[src/core/pic_pkg.sv]
// constants and types shared by the prioritized interrupt controller
package pic_pkg;

    localparam int NUM_SRC = 16;
    localparam int SRC_W   = 4;
    localparam int NUM_LVL = 3;

    // natural priority number equals the source index
    localparam int SRC_PF  = 0;
    localparam int SRC_EX0 = 1;
    localparam int SRC_SP1 = 2;
    localparam int SRC_ADC = 3;
    localparam int SRC_TF0 = 4;
    localparam int SRC_EC0 = 5;
    localparam int SRC_CM0 = 6;
    localparam int SRC_EX1 = 7;
    localparam int SRC_EC1 = 8;
    localparam int SRC_CM1 = 9;
    localparam int SRC_TF1 = 10;
    localparam int SRC_EC2 = 11;
    localparam int SRC_CM2 = 12;
    localparam int SRC_SP0 = 13;
    localparam int SRC_EC3 = 14;
    localparam int SRC_TF2 = 15;

    // global enable position in the enable register
    localparam int GIE_BIT = 7;

    // vector address per source
    localparam logic [7:0] PIC_VEC [0:NUM_SRC-1] = '{
        8'h33, 8'h03, 8'h0b, 8'h13, 8'h1b, 8'h23, 8'h2b, 8'h3b,
        8'h43, 8'h4b, 8'h53, 8'h5b, 8'h63, 8'h6b, 8'h73, 8'h7b
    };

    // enable/priority bit of each source within {ext_reg, base_reg}
    localparam logic [3:0] PIC_CTL_BIT [0:NUM_SRC-1] = '{
        4'h0, 4'h0, 4'h5, 4'h6, 4'h1, 4'h8, 4'hc, 4'h2,
        4'h9, 4'hd, 4'h3, 4'ha, 4'he, 4'h4, 4'hb, 4'hf
    };

    typedef enum logic [1:0] {
        LVL_LOW  = 2'b00,
        LVL_HIGH = 2'b01,
        LVL_TOP  = 2'b10
    } pic_level_t;

    typedef struct packed {
        logic                pf_flag;
        logic [NUM_LVL-1:0]  srv;
        logic                req;
        pic_level_t          level;
        logic [7:0]          vec;
        logic [NUM_SRC-1:0]  pend;
    } pic_state_t;

    typedef struct packed {
        logic s1;
        logic s2;
    } pic_sync_t;

endpackage

[src/core/pic_sync2.sv]
// two-stage synchroniser for an asynchronous level
`timescale 1ns/10ps
`default_nettype none
module pic_sync2
    import pic_pkg::*;
(
    // clock, reset, enable
    input  wire logic sys_clk,
    input  wire logic rstn,
    input  wire logic ce,
    // level in and out
    input  wire logic d,
    output logic      q
);

    pic_sync_t s_r;
    pic_sync_t s_nxt;

    always_comb begin
        s_nxt = s_r;
        if (ce) begin
            s_nxt.s1 = d;
            s_nxt.s2 = s_r.s1;
        end
    end

    always_ff @(posedge sys_clk or negedge rstn) begin
        if (!rstn) begin
            s_r <= '0;
        end else begin
            s_r <= s_nxt;
        end
    end

    assign q = s_r.s2;

endmodule
`default_nettype wire

[src/core/pic_pick.sv]
// lowest-index picker over the request vector
`timescale 1ns/10ps
`default_nettype none
module pic_pick
    import pic_pkg::*;
(
    // requests
    input  wire logic [NUM_SRC-1:0] req,
    // winner
    output logic                    valid,
    output logic [SRC_W-1:0]        idx
);

    logic [NUM_SRC:0]   lower;
    logic [SRC_W-1:0]   acc [0:NUM_SRC];

    assign lower[0] = 1'b0;
    assign acc[0]   = '0;

    genvar i;
    generate
        for (i = 0; i < NUM_SRC; i++) begin : g_bit
            logic win;
            assign win        = req[i] & ~lower[i];
            assign lower[i+1] = lower[i] | req[i];
            assign acc[i+1]   = acc[i] | (win ? SRC_W'(i) : '0);
        end
    endgenerate

    assign valid = lower[NUM_SRC];
    assign idx   = acc[NUM_SRC];

endmodule
`default_nettype wire

[src/core/pic_top.sv]
// prioritized interrupt controller: gating, three levels, vectoring
// Functional notes
// - enabled power-fail warning with supply below threshold vectors to 0033h.
// - power-fail interrupt vectors only while its enable bit is one.
// - power-fail condition sets flag bit 4 regardless of enable; only software clears.
// - power-fail bypasses global enable; others need own and global enable.
// - global enable bit 7 cleared blocks every source except power-fail.
// - three levels; top only power-fail; others high when priority bit set.
// - within one level the lowest natural priority number wins.
// - sixteen sources, each with own vector and natural priority 0 to 15.
// - serial port 1 receive or transmit requests vector 0Bh, priority 2.
// - serial port 0 receive or transmit requests vector 6Bh, priority 13.
// - external 2 / capture 0 share flag, enable, priority; 23h, priority 5.
// - external 3 / capture 1 share flag, enable, priority; 43h, priority 8.
// - external 4 / capture 2 share flag, enable, priority; 5Bh, priority 11.
// - external 5 / capture 3 share flag, enable, priority; 73h, priority 14.
// - external 0 at 03h, converter at 13h, timer 0 at 1Bh.
// - compare matches 0,1,2 at 2Bh, 4Bh, 63h; priorities 6, 9, 12.
// - external 1 at 3Bh, timer 1 at 53h, timer 2 either flag at 7Bh.
// - clear priority bits mean low priority; natural order alone decides.
`timescale 1ns/10ps
`default_nettype none
module pic_top
    import pic_pkg::*;
(
    // clock, reset, enable
    input  wire logic        sys_clk,
    input  wire logic        rstn,
    input  wire logic        ce,
    // supply monitor comparator, asynchronous
    input  wire logic        below_power_warning_threshold,
    // watchdog control bits
    input  wire logic        power_fail_irq_enable,
    input  wire logic        power_fail_flag_clr,
    output logic             power_fail_warning_irq,
    // enable and priority registers
    input  wire logic [7:0]  irq_enable_reg,
    input  wire logic [7:0]  ext_irq_enable_reg,
    input  wire logic [7:0]  irq_priority_reg,
    input  wire logic [7:0]  ext_irq_priority_reg,
    // peripheral flags
    input  wire logic        external_irq_0,
    input  wire logic        external_irq_1,
    input  wire logic        external_irq_2_capture_0,
    input  wire logic        external_irq_3_capture_1,
    input  wire logic        external_irq_4_capture_2,
    input  wire logic        external_irq_5_capture_3,
    input  wire logic        serial0_receive_flag,
    input  wire logic        serial0_transmit_flag,
    input  wire logic        serial1_receive_flag,
    input  wire logic        serial1_transmit_flag,
    input  wire logic        adc_conversion_done,
    input  wire logic        timer0_overflow_flag,
    input  wire logic        timer1_overflow_flag,
    input  wire logic        timer2_overflow_flag,
    input  wire logic        timer2_second_overflow_flag,
    input  wire logic        compare0_match_flag,
    input  wire logic        compare1_match_flag,
    input  wire logic        compare2_match_flag,
    // processor core handshake
    input  wire logic        irq_ack,
    input  wire logic        irq_return,
    output logic             irq_req,
    output logic [7:0]       irq_vector,
    output logic [1:0]       irq_level,
    // status
    output logic [2:0]       irq_in_service,
    output logic [15:0]      irq_pending
);

    pic_state_t s_r;
    pic_state_t s_nxt;

    logic               pf_cond;
    logic [NUM_SRC-1:0] src_flag;
    logic [NUM_SRC-1:0] ctl_en;
    logic [NUM_SRC-1:0] ctl_pri;
    logic [NUM_SRC-1:0] req_all;
    logic [NUM_SRC-1:0] req_hi;
    logic [NUM_SRC-1:0] req_lo;
    logic               hi_valid;
    logic               lo_valid;
    logic [SRC_W-1:0]   hi_idx;
    logic [SRC_W-1:0]   lo_idx;
    logic               gie;
    logic [NUM_SRC-1:0] en_cat;
    logic [NUM_SRC-1:0] pri_cat;
    logic               lo_only;

    // comparator is analog-side, so synchronise before use
    pic_sync2 u_pf_sync (
        .sys_clk (sys_clk),
        .rstn    (rstn),
        .ce      (ce),
        .d       (below_power_warning_threshold),
        .q       (pf_cond)
    );

    // source flags by natural priority
    assign src_flag[SRC_PF]  = s_r.pf_flag;
    assign src_flag[SRC_EX0] = external_irq_0;
    assign src_flag[SRC_SP1] = serial1_receive_flag | serial1_transmit_flag;
    assign src_flag[SRC_ADC] = adc_conversion_done;
    assign src_flag[SRC_TF0] = timer0_overflow_flag;
    assign src_flag[SRC_EC0] = external_irq_2_capture_0;
    assign src_flag[SRC_CM0] = compare0_match_flag;
    assign src_flag[SRC_EX1] = external_irq_1;
    assign src_flag[SRC_EC1] = external_irq_3_capture_1;
    assign src_flag[SRC_CM1] = compare1_match_flag;
    assign src_flag[SRC_TF1] = timer1_overflow_flag;
    assign src_flag[SRC_EC2] = external_irq_4_capture_2;
    assign src_flag[SRC_CM2] = compare2_match_flag;
    assign src_flag[SRC_SP0] = serial0_receive_flag | serial0_transmit_flag;
    assign src_flag[SRC_EC3] = external_irq_5_capture_3;
    assign src_flag[SRC_TF2] = timer2_overflow_flag | timer2_second_overflow_flag;

    assign gie = irq_enable_reg[GIE_BIT];
    // named so each slice can index its own control bit
    assign en_cat  = {ext_irq_enable_reg, irq_enable_reg};
    assign pri_cat = {ext_irq_priority_reg, irq_priority_reg};

    // per-source gating and level split, one slice each, table-driven except power-fail
    genvar g;
    generate
        for (g = 0; g < NUM_SRC; g++) begin : g_src
            if (g == SRC_PF) begin : g_pf
                assign ctl_en[g]  = power_fail_irq_enable;
                assign ctl_pri[g] = 1'b0;
                assign req_all[g] = src_flag[g] & ctl_en[g];
            end else begin : g_std
                assign ctl_en[g]  = en_cat[PIC_CTL_BIT[g]];
                assign ctl_pri[g] = pri_cat[PIC_CTL_BIT[g]];
                assign req_all[g] = src_flag[g] & ctl_en[g] & gie;
            end
            // cleared priority bit lands in low level
            assign req_hi[g] = (g != SRC_PF) & req_all[g] & ctl_pri[g];
            assign req_lo[g] = (g != SRC_PF) & req_all[g] & ~ctl_pri[g];
        end
    endgenerate

    pic_pick u_pick_hi (
        .req   (req_hi),
        .valid (hi_valid),
        .idx   (hi_idx)
    );

    pic_pick u_pick_lo (
        .req   (req_lo),
        .valid (lo_valid),
        .idx   (lo_idx)
    );

    // only a low request can win at the next edge
    assign lo_only = ce & (s_r.srv == '0) & ~irq_ack & ~req_all[SRC_PF]
                   & ~hi_valid & lo_valid;

    always_comb begin
        s_nxt = s_r;
        if (ce) begin
            // set beats software clear in the same cycle
            if (pf_cond) begin
                s_nxt.pf_flag = 1'b1;
            end else if (power_fail_flag_clr) begin
                s_nxt.pf_flag = 1'b0;
            end
            // return retires the highest active level first
            if (irq_return) begin
                if (s_r.srv[LVL_TOP]) begin
                    s_nxt.srv[LVL_TOP] = 1'b0;
                end else if (s_r.srv[LVL_HIGH]) begin
                    s_nxt.srv[LVL_HIGH] = 1'b0;
                end else begin
                    s_nxt.srv[LVL_LOW] = 1'b0;
                end
            end
            if (irq_ack && s_r.req) begin
                s_nxt.srv[s_r.level] = 1'b1;
            end
            s_nxt.pend = req_all;
            // a request must outrank everything in service
            s_nxt.req   = 1'b0;
            s_nxt.level = LVL_LOW;
            s_nxt.vec   = s_r.vec;
            if (req_all[SRC_PF] && !s_nxt.srv[LVL_TOP]) begin
                s_nxt.req   = 1'b1;
                s_nxt.level = LVL_TOP;
                s_nxt.vec   = PIC_VEC[SRC_PF];
            end else if (hi_valid && s_nxt.srv[LVL_TOP:LVL_HIGH] == '0) begin
                s_nxt.req   = 1'b1;
                s_nxt.level = LVL_HIGH;
                s_nxt.vec   = PIC_VEC[hi_idx];
            end else if (lo_valid && s_nxt.srv == '0) begin
                s_nxt.req   = 1'b1;
                s_nxt.level = LVL_LOW;
                s_nxt.vec   = PIC_VEC[lo_idx];
            end
        end
    end

    always_ff @(posedge sys_clk or negedge rstn) begin
        if (!rstn) begin
            s_r <= '0;
        end else begin
            s_r <= s_nxt;
        end
    end

    assign power_fail_warning_irq = s_r.pf_flag;
    assign irq_req                = s_r.req;
    assign irq_vector             = s_r.vec;
    assign irq_level              = s_r.level;
    assign irq_in_service         = s_r.srv;
    assign irq_pending            = s_r.pend;

    AST_PF_FLAG_SET: assert property (@(posedge sys_clk) disable iff (!rstn)
        ce && pf_cond |=> power_fail_warning_irq)
        else $error("power-fail flag not set by condition");

    AST_PF_FLAG_HOLD: assert property (@(posedge sys_clk) disable iff (!rstn)
        (!ce || !power_fail_flag_clr) && power_fail_warning_irq |=> power_fail_warning_irq)
        else $error("power-fail flag dropped without software clear");

    AST_PF_VECTOR: assert property (@(posedge sys_clk) disable iff (!rstn)
        irq_req && irq_level == LVL_TOP |-> irq_vector == 8'h33 &&
        (power_fail_warning_irq || $past(power_fail_warning_irq)))
        else $error("top-level request without power-fail vector");

    AST_PF_ENABLE: assert property (@(posedge sys_clk) disable iff (!rstn)
        ce && !power_fail_irq_enable |=> !(irq_req && irq_level == LVL_TOP))
        else $error("power-fail vectored while disabled");

    AST_GLOBAL_OFF: assert property (@(posedge sys_clk) disable iff (!rstn)
        ce && !irq_enable_reg[GIE_BIT] |=> !irq_req || irq_level == LVL_TOP)
        else $error("maskable request with global enable clear");

    AST_LOW_WAITS: assert property (@(posedge sys_clk) disable iff (!rstn)
        irq_req && irq_level == LVL_LOW |-> irq_in_service == 3'h0)
        else $error("low request while a routine is in service");

    AST_HIGH_WAITS: assert property (@(posedge sys_clk) disable iff (!rstn)
        irq_req && irq_level == LVL_HIGH |-> irq_in_service[2:1] == 2'h0)
        else $error("high request while high or top in service");

    AST_ACK_MARKS: assert property (@(posedge sys_clk) disable iff (!rstn)
        ce && irq_ack && irq_req && !irq_return |=> irq_in_service[$past(irq_level)])
        else $error("acknowledge did not mark level in service");

    AST_LOW_ORDER: assert property (@(posedge sys_clk) disable iff (!rstn)
        lo_valid |-> req_lo[lo_idx] && (req_lo & ((16'h1 << lo_idx) - 16'h1)) == 16'h0)
        else $error("low picker skipped a lower natural number");

    AST_DEFAULT_LOW: assert property (@(posedge sys_clk) disable iff (!rstn)
        ce && irq_priority_reg == 8'h0 && ext_irq_priority_reg == 8'h0
        |=> !(irq_req && irq_level == LVL_HIGH))
        else $error("high request with all priority bits clear");

    AST_HIGH_ORDER: assert property (@(posedge sys_clk) disable iff (!rstn)
        hi_valid |-> req_hi[hi_idx] && (req_hi & ((16'h1 << hi_idx) - 16'h1)) == 16'h0)
        else $error("high picker skipped a lower natural number");

    AST_PF_ONLY_TOP: assert property (@(posedge sys_clk) disable iff (!rstn)
        irq_req && irq_vector == 8'h33 |-> irq_level == LVL_TOP)
        else $error("power-fail vector outside top level");

    AST_EX0_VECTOR: assert property (@(posedge sys_clk) disable iff (!rstn)
        lo_only && lo_idx == SRC_EX0 |=> irq_req && irq_vector == 8'h03)
        else $error("external 0 wrong vector");

    AST_SP1_VECTOR: assert property (@(posedge sys_clk) disable iff (!rstn)
        lo_only && lo_idx == SRC_SP1 |=> irq_req && irq_vector == 8'h0b)
        else $error("serial port 1 wrong vector");

    AST_EC0_VECTOR: assert property (@(posedge sys_clk) disable iff (!rstn)
        lo_only && lo_idx == SRC_EC0 |=> irq_req && irq_vector == 8'h23)
        else $error("external 2 / capture 0 wrong vector");

    AST_CM0_VECTOR: assert property (@(posedge sys_clk) disable iff (!rstn)
        lo_only && lo_idx == SRC_CM0 |=> irq_req && irq_vector == 8'h2b)
        else $error("compare 0 wrong vector");

    AST_EC1_VECTOR: assert property (@(posedge sys_clk) disable iff (!rstn)
        lo_only && lo_idx == SRC_EC1 |=> irq_req && irq_vector == 8'h43)
        else $error("external 3 / capture 1 wrong vector");

    AST_TF1_VECTOR: assert property (@(posedge sys_clk) disable iff (!rstn)
        lo_only && lo_idx == SRC_TF1 |=> irq_req && irq_vector == 8'h53)
        else $error("timer 1 wrong vector");

    AST_EC2_VECTOR: assert property (@(posedge sys_clk) disable iff (!rstn)
        lo_only && lo_idx == SRC_EC2 |=> irq_req && irq_vector == 8'h5b)
        else $error("external 4 / capture 2 wrong vector");

    AST_CM2_VECTOR: assert property (@(posedge sys_clk) disable iff (!rstn)
        lo_only && lo_idx == SRC_CM2 |=> irq_req && irq_vector == 8'h63)
        else $error("compare 2 wrong vector");

    AST_SP0_VECTOR: assert property (@(posedge sys_clk) disable iff (!rstn)
        lo_only && lo_idx == SRC_SP0 |=> irq_req && irq_vector == 8'h6b)
        else $error("serial port 0 wrong vector");

    AST_EC3_VECTOR: assert property (@(posedge sys_clk) disable iff (!rstn)
        lo_only && lo_idx == SRC_EC3 |=> irq_req && irq_vector == 8'h73)
        else $error("external 5 / capture 3 wrong vector");

    AST_TF2_VECTOR: assert property (@(posedge sys_clk) disable iff (!rstn)
        lo_only && lo_idx == SRC_TF2 |=> irq_req && irq_vector == 8'h7b)
        else $error("timer 2 wrong vector");

endmodule
`default_nettype wire

[config.mk]
export PLATFORM = sky130hd
export DESIGN_NAME = pic_top
export DESIGN_NICKNAME = d
export VERILOG_FILES = /design/src/core/pic_pkg.sv /design/src/core/pic_sync2.sv /design/src/core/pic_pick.sv /design/src/core/pic_top.sv
export SDC_FILE = /design/constraint.sdc
export NUM_CORES = 1
export LEC_CHECK = 0
export BUFFER_PORTS_ARGS = -buffer_cell sky130_fd_sc_hd__buf_2
export CAP_MARGIN = 30
export CORE_MARGIN = 10
export CORE_UTILIZATION = 30
export CTS_CLUSTER_DIAMETER = 30
export DETAILED_ROUTE_END_ITERATION = 6
export PLACE_DENSITY = 0.53
export SKIP_CTS_REPAIR_TIMING = 1
export SYNTH_ARGS = -nofsm -noshare
export SYNTH_HDL_FRONTEND = slang
export SYNTH_SLANG_ARGS = --single-unit
export TNS_END_PERCENT = 50
[constraint.sdc]
create_clock -name sys_clk -period 1.91 [get_ports sys_clk]
set_input_delay 0.191 -clock sys_clk [delete_from_list [all_inputs] [get_ports sys_clk]]
set_output_delay 0.191 -clock sys_clk [all_outputs]
set_load 0.02 [all_outputs]
## Word-level counts from Yosys, hierarchy flattened

Memories as Yosys holds them, arrays and structs flattened.
Cells that the tools add are included.

| word-level totals | value |
|---|---|
| bits in read-only memories | 256 |
| flip-flop bits (word level) | 33 |
| logic and storage cells | 267 |
| memories kept | 2 |
| bits of input ports | 58 |
| output and inout bits | 31 |

Memory list:

| memory | words | width | rd ports | clocked after Yosys merged registers in | write ports | line | source |
|---|---|---|---|---|---|---|---|
| (name not given) | 16 | 8 | 1 | 0 | 0 | pic_top.sv:195 | `s_nxt.vec = PIC_VEC[lo_idx];` |
| (name not given) | 16 | 8 | 1 | 0 | 0 | pic_top.sv:191 | `s_nxt.vec = PIC_VEC[hi_idx];` |

| operators by class | value |
|---|---|
| reduce and logical (&&, ||, !) cells | 12 |
| muxes and demuxes | 47 |
| order comparisons | 4 |
| bitwise operators | 194 |

Operator list:

| operator | number |
|---|---|
| $or A4 B4 Y4 | 28 |
| $and A1 B1 Y1 | 89 |
| $mux W4 | 16 |
| $not A1 Y1 | 43 |
| $mux W3 | 12 |
| $mux W11 | 3 |
| $mux W8 | 4 |
| $or A1 B1 Y1 | 31 |
| $ge A5 B5 Y1 const B | 2 |
| $mux W2 | 5 |
| $not A4 Y5 | 2 |
| $mux W1 | 6 |
| $logic_and A1 B1 Y1 | 5 |
| $reduce_and A2 Y1 | 2 |
| $logic_not A3 Y1 | 1 |
| $lt A2 B3 Y1 const B | 1 |
| $or A3 B3 Y3 | 1 |
| $reduce_bool A3 Y1 | 1 |
| $demux W1 S2 | 1 |
| $ge A2 B1 Y1 const B | 1 |
| $logic_not A2 Y1 | 1 |
| $reduce_bool A2 Y1 | 1 |
| $logic_not A1 Y1 | 1 |

## Depth between registers and ports, before layout

| logic depth | value |
|---|---|
| depth after elaboration | 28 |
| depth in mapped cells | 15 |
| depth with buffers taken out | 11 |

## Cells and area by module

Synthesis repeated with hierarchy kept, for this count alone.

| unflattened totals | value |
|---|---|
| cells, all modules | 259 |
| area, all modules | 2215.9 um2 |

By module, submodules not included:

| module | instances | area an instance (um2) | cells each | seq. area each (um2) |
|---|---|---|---|---|
| pic_top | 1 | 1757.9 | 195 | 700.7 |
| pic_pick | 2 | 192.7 | 30 | 0.0 |
| pic_sync2 | 1 | 72.6 | 4 | 50.0 |

## Worst setup path before layout

Ideal clock, no wire load.

| path | value |
|---|---|
| kind | input to register |
| from | in irq_enable_reg[7] |
| to | reg s_r (netlist bit irq_vector[4]) |
| cell stages on the path | 14 |
| path buffers | 4 |
| setup time | 127 ps |
| arrival time | 2324 ps |
| setup slack | -541 ps |
| required time | 1783 ps |
| cells stage by stage | buf_6 > buf_6 > buf_6 > buf_6 > nand4_2 > nand4_1 > nor2_1 > nand3_1 > o21bai_1 > and3_1 > ha_1 > o32ai_1 > a221o_1 > a2bb2oi_1 |

| on the way | value |
|---|---|
| longest elaborated chain between the ends | 26 |
| elaborated cells between the ends (all ways) | 202 |
| classes of those cells | 37 x mux; 159 x bitwise; 4 x reduce/logical; 2 x memory |

RTL lines:

| what | line | source |
|---|---|---|
| start, declared | pic_top.sv:37 | `input wire logic [7:0] irq_enable_reg,` |
| $and A1 B1 Y1 | pic_top.sv:133 | `assign req_all[g] = src_flag[g] & ctl_en[g] & gie;` |
| $and A1 B1 Y1 | pic_top.sv:137 | `assign req_lo[g] = (g != SRC_PF) & req_all[g] & ~ctl_pri[g];` |
| $not A1 Y1 / $or A1 B1 Y1 (equally long branches) | pic_pick.sv:24, pic_pick.sv:25 |  |
| $and A1 B1 Y1 (tied with other cells) | pic_pick.sv:24 | `assign win = req[i] & ~lower[i];` |
| $mux W2 (tied with other cells) | pic_pick.sv:26 | `assign acc[i+1] = acc[i] \| (win ? SRC_W'(i) : '0);` |
| $or A4 B4 Y4 (tied with other cells) (12 in series) | pic_pick.sv:26 |  |
| $or A4 B4 Y4 / $mux W4 (equally long branches) | pic_pick.sv:26 |  |
| $or A4 B4 Y4 | pic_pick.sv:26 |  |
| $not A4 Y5 (implied by the code) | pic_top.sv:195 |  |
| $mem_v2 Z16 W8 | n/a |  |
| $mux W8 (implied by the code) (2 in series) | pic_top.sv:195 |  |
| $mux W11 | pic_top.sv:192 | `end else if (lo_valid && s_nxt.srv == '0) begin` |
| $mux W11 | pic_top.sv:188 | `end else if (hi_valid && s_nxt.srv[LVL_TOP:LVL_HIGH] == '0) begin` |
| $mux W11 | pic_top.sv:184 | `if (req_all[SRC_PF] && !s_nxt.srv[LVL_TOP]) begin` |
| end signal, assigned | pic_top.sv:204 | `s_r <= s_nxt;` |
| end, declared | pic_top.sv:71 | `pic_state_t s_r;` |

Parallel ways exist; a longest one is shown, timed or not. The select of a mux whose other input is x is not followed.
A chain may end at the register's enable or synchronous reset.

## Worst setup path in the final report

| path | value |
|---|---|
| from | reg s_r (netlist bit irq_in_service[2]) |
| to | reg s_r (netlist bit irq_vector[5]) |

| on the way | value |
|---|---|
| longest elaborated chain between the ends | 10 |
| elaborated cells between the ends (all ways) | 16 |
| classes of those cells | 7 x mux; 1 x bitwise; 8 x reduce/logical |

RTL lines:

| what | line | source |
|---|---|---|
| $mux W2 | pic_top.sv:168 | `if (s_r.srv[LVL_TOP]) begin` |
| $mux W3 (*) | pic_top.sv:167 | `if (irq_return) begin` |
| $mux W3 (*) | pic_top.sv:159 | `if (ce) begin` |
| $or A3 B3 Y3 (no source line) | n/a |  |
| $mux W3 (*) | pic_top.sv:176 | `if (irq_ack && s_r.req) begin` |
| $mux W3 (*) | pic_top.sv:159 |  |
| $logic_not A3 Y1 / $logic_not A2 Y1 (equally long branches) | pic_top.sv:192, pic_top.sv:188 |  |
| $logic_and A1 B1 Y1, on equally long branches | pic_top.sv:192, pic_top.sv:188 |  |
| $reduce_bool A3 Y1 (no source line) / $mux W11 (equally long branches) | n/a |  |
| $reduce_and A2 Y1 (no source line) / $mux W11 (equally long branches) | n/a |  |

Every way passes the cells marked *; elsewhere a longest branch is shown, timed or not. The select of a mux whose other input is x is not followed.

==> results by group <==
Outcome
  – Status: complete, but fails checks
  – Failing checks: setup timing

Synth
  – Post-synth cell types: 62
  – Ys Warns: 0
  – Sequential-to-total area share from yosys stat: 0.326
  – Avg Cell Area, Syn: 8.59 um2
  – Post-synth EDFFs: 0
  – Share of async-settable or async-resettable flops after synthesis: 1.00
  – Post-Synthesis Cells: 268
  – Synth Flop Type: dfrtp_1
  – Flip-flop and latch count after synthesis: 30
  – Mapped cell area: 2300 um2

Die
  – Row Count: 31
  – Chip height: 108 um
  – Num ports: 89
  – Die width: 108 um
  – Initial core utilization: 0.312
  – Core Footprint: 7370 um2
  – Die area: 11600 um2

Timing
  – Setup violators final: 6
  – Setup Skew: 0.00603 ns
  – Actual slew at the worst max-slew pin: 0.709 ns
  – Pins over their slew limit: 0
  – FMAX: 456 MHz
  – Fin. Hold Viols: 0
  – RSZ-0062 raised after global routing: true
  – Worst slew margin: 0.527
  – Crit share post-route: 1.15
  – Final setup margin: -0.283 ns
  – Fin crit period: 2.19 ns

Place
  – Dpl hpwl: 7030 um
  – Setup WS pre-CTS: -0.647 ns
  – # port buffers: 85
  – Routability cong.: 0.889
  – Placed Area: 3500 um2

Setup path
  – Crit path max-delay family: simple AND/OR/NAND/NOR gates
  – CP peak stage delay: 0.39 ns
  – Critical path data required time: 2.11 ns
  – Crit path cell chain: nand2b_4, maj3_2, nor3_4, o21ai_4, or3_4, or3_4, a32oi_2
  – Max Fanout on Critical Path: 5
  – Arrival time at the worst endpoint: 2.39 ns
  – Critical Path Start Type: register
  – Crit-path most repeated cell: or3_4
  – Slowest-stage cell, CP: dfrtp_1
  – Kind of critical path: register to register
  – Buf/Inv on CP: 0
  – Setup crit end kind: register

Pwr
  – VDD IR max: 0.302 mV
  – Static Leak: 1.90 nW
  – Power Dens Cells: 685 nW/um2

Route
  – Drt pass-1 iters: 4
  – Drt wl/cell: 15.5 um
  – Vias post-DR: 2768
  – Routed Antenna Nets: 0
  – Vias per std cell: 5.03
  – Final wirelength: 8510 um
  – DRT iter0 DRCs: 100
  – DRC: 0

Layout
  – Area Overhead vs Synth: 63.6%
  – Fin area: 3770 um2
  – Layout cells sized above 1: 0.510
  – Final net count: 512
  – Antenna diodes: 0

Global routing
  – Global-route wire length before repair: 13800 um
  – Vias in the first global route: 2905
  – GR Layer Usage met2: 0.251
  – Largest net degree at the start of global routing: 36
  – Initial antenna violation count: 0
  – Gr usage total: 0.146
  – Congestion Overflow GR: 0
  – Most Crowded Layer GR: met2
  – Met3 usage: 0.0347
  – Met1 Use GR: 0.178

Job
  – # Max-Cap Violations: 0

CTS
  – Clk buf depth: 2
  – CTS tree: yes
  – Clk_lat worst skew: 0.29 ns
  – CTS H-tree depth: 2
  – Root Buffer: clkbuf_8
  – Clock tree sinks: 30
  – Inserted Clock Buffers: 5
  – Register clock-pin slew on the reported worst setup and hold paths: 0.07 ns

Worst hold path
  – Hold WC Path Type: input port to register
## power by group
part           leakage, nW  switching [mW]  internal [mW]  total [mW]
Combinational         1.47           0.636          0.590        1.23
Clock               0.0472           0.260          0.289       0.549
Sequential           0.380          0.0626          0.740       0.803
## state kept, by name, indices dropped and copies added, names as in the netlist
register / cells
irq_level: 2
power_fail_warning_irq: 1
u_pf_sync.s_r: 1
irq_req: 1
irq_pending: 16
irq_vector: 5
u_pf_sync.q: 1
irq_in_service: 3
## cells by family (layout without fill, tap and decap cells)
family / count (synthesis) / count (layout) / synth area share
flip-flops: 30 / 30 / 0.326
other: 1 / 2 / 0.00163
AND/OR/NAND/NOR: 123 / 123 / 0.323
adder cells (fa/ha/maj): 5 / 5 / 0.0261
multiplexers: 5 / 5 / 0.0245
AO/OA/AOI/OAI: 74 / 74 / 0.232
buffers and inverters: 30 / 212 / 0.0668
## path summary, 6_finish.rpt
| path | startpoint | to | slack (ns) | cells after the start |
|---|---|---|---|---|
| max | irq_in_service[2]$_DFFE_PN0P_ | irq_vector[5]$_DFFE_PN0P_ | -0.28 | 7 |
| min | below_power_warning_threshold | u_pf_sync.s_r[1]$_DFFE_PN0P_ | 0.13 | 2 |
| max reg2reg | irq_in_service[2]$_DFFE_PN0P_ | irq_vector[5]$_DFFE_PN0P_ | -0.28 | 7 |
| min reg2reg | irq_pending[14]$_DFFE_PN0P_ | irq_pending[14]$_DFFE_PN0P_ | 0.50 | 2 |
| max in group asynchronous | rstn | irq_vector[3]$_DFFE_PN0P_ | 0.96 | 2 |
| min in group asynchronous | rstn | irq_pending[11]$_DFFE_PN0P_ | 0.49 | 2 |
## cell type report
cell class                 instances  area, um2
clock buffer                       6       82.6
clock inverter                     2       12.5
fill                             708       3600
inverter                          18       67.6
multi-input combinational        209       1520
sequential                        30        751
tap                               99        124
timing repair buffer             186       1210
## worst register-to-register path, cell delays in order, from the launching register on
cell and delay, ns:
dfrtp_1 0.39, nand2b_4 0.15, maj3_2 0.33, nor3_4 0.22
o21ai_4 0.11, or3_4 0.35, or3_4 0.39, a32oi_2 0.16
## cells in the mapped netlist, types with 3 or more instances
library cell | number | area, um2
ha_1 | 4 | 50.1
o211ai_1 | 5 | 37.5
o21ai_0 | 27 | 135
a21o_1 | 3 | 22.5
buf_4 | 3 | 22.5
buf_6 | 4 | 45.0
inv_1 | 17 | 63.8
nor2_1 | 16 | 60.1
clkbuf_1 | 5 | 18.8
nand3_1 | 14 | 70.1
nand4b_1 | 11 | 96.3
and3_1 | 5 | 31.3
and4b_1 | 6 | 60.1
nor3_1 | 4 | 20.0
mux2_2 | 5 | 56.3
a21oi_1 | 7 | 35.0
nand4_1 | 21 | 131
and2_1 | 3 | 18.8
dfrtp_1 | 30 | 751
nand2b_1 | 5 | 31.3
nand2_1 | 22 | 82.6
## layer usage
layer	share of wire	up-vias	routed length (um)
met4	0.016	0	138
met3	0.048	12	408
met1	0.46	1289	3930
li1	-	1396	-
met5	0	-	0
met2	0.47	71	4030
## per-stage QoR
step	instances	total power, mW	util	TNS [ns]	hold WS, ns
after CTS	543	2.48	0.488	-1.75	-0.0292
after global placement	535	1.91	0.475	-3.20	0.281
after floorplan	269	1.37	-	-1.75	-0.105
after global routing	550	2.76	0.511	-1.79	0.133
final	550	2.58	0.511	-1.52	0.134
after detailed placement	535	1.91	0.475	-3.63	0.287
## layout by cell type (no fill, tap or decap), types with 3 or more instances in the layout
| master | count |
|---|---|
| nand2b_1 | 4 |
| mux2_2 | 5 |
| nand4b_1 | 11 |
| or3_4 | 3 |
| o211ai_1 | 5 |
| a21o_1 | 3 |
| inv_1 | 17 |
| nand4_1 | 21 |
| ha_1 | 3 |
| buf_4 | 98 |
| and2_1 | 3 |
| a21oi_1 | 7 |
| o21ai_0 | 24 |
| buf_2 | 84 |
| nand3_1 | 13 |
| dfrtp_1 | 30 |
| and4b_1 | 5 |
| and3_1 | 4 |
| clkbuf_8 | 6 |
| nor2_1 | 14 |
| o21ai_1 | 3 |
| nand2_1 | 21 |
Note: power is estimated with default switching activity, not from simulation.
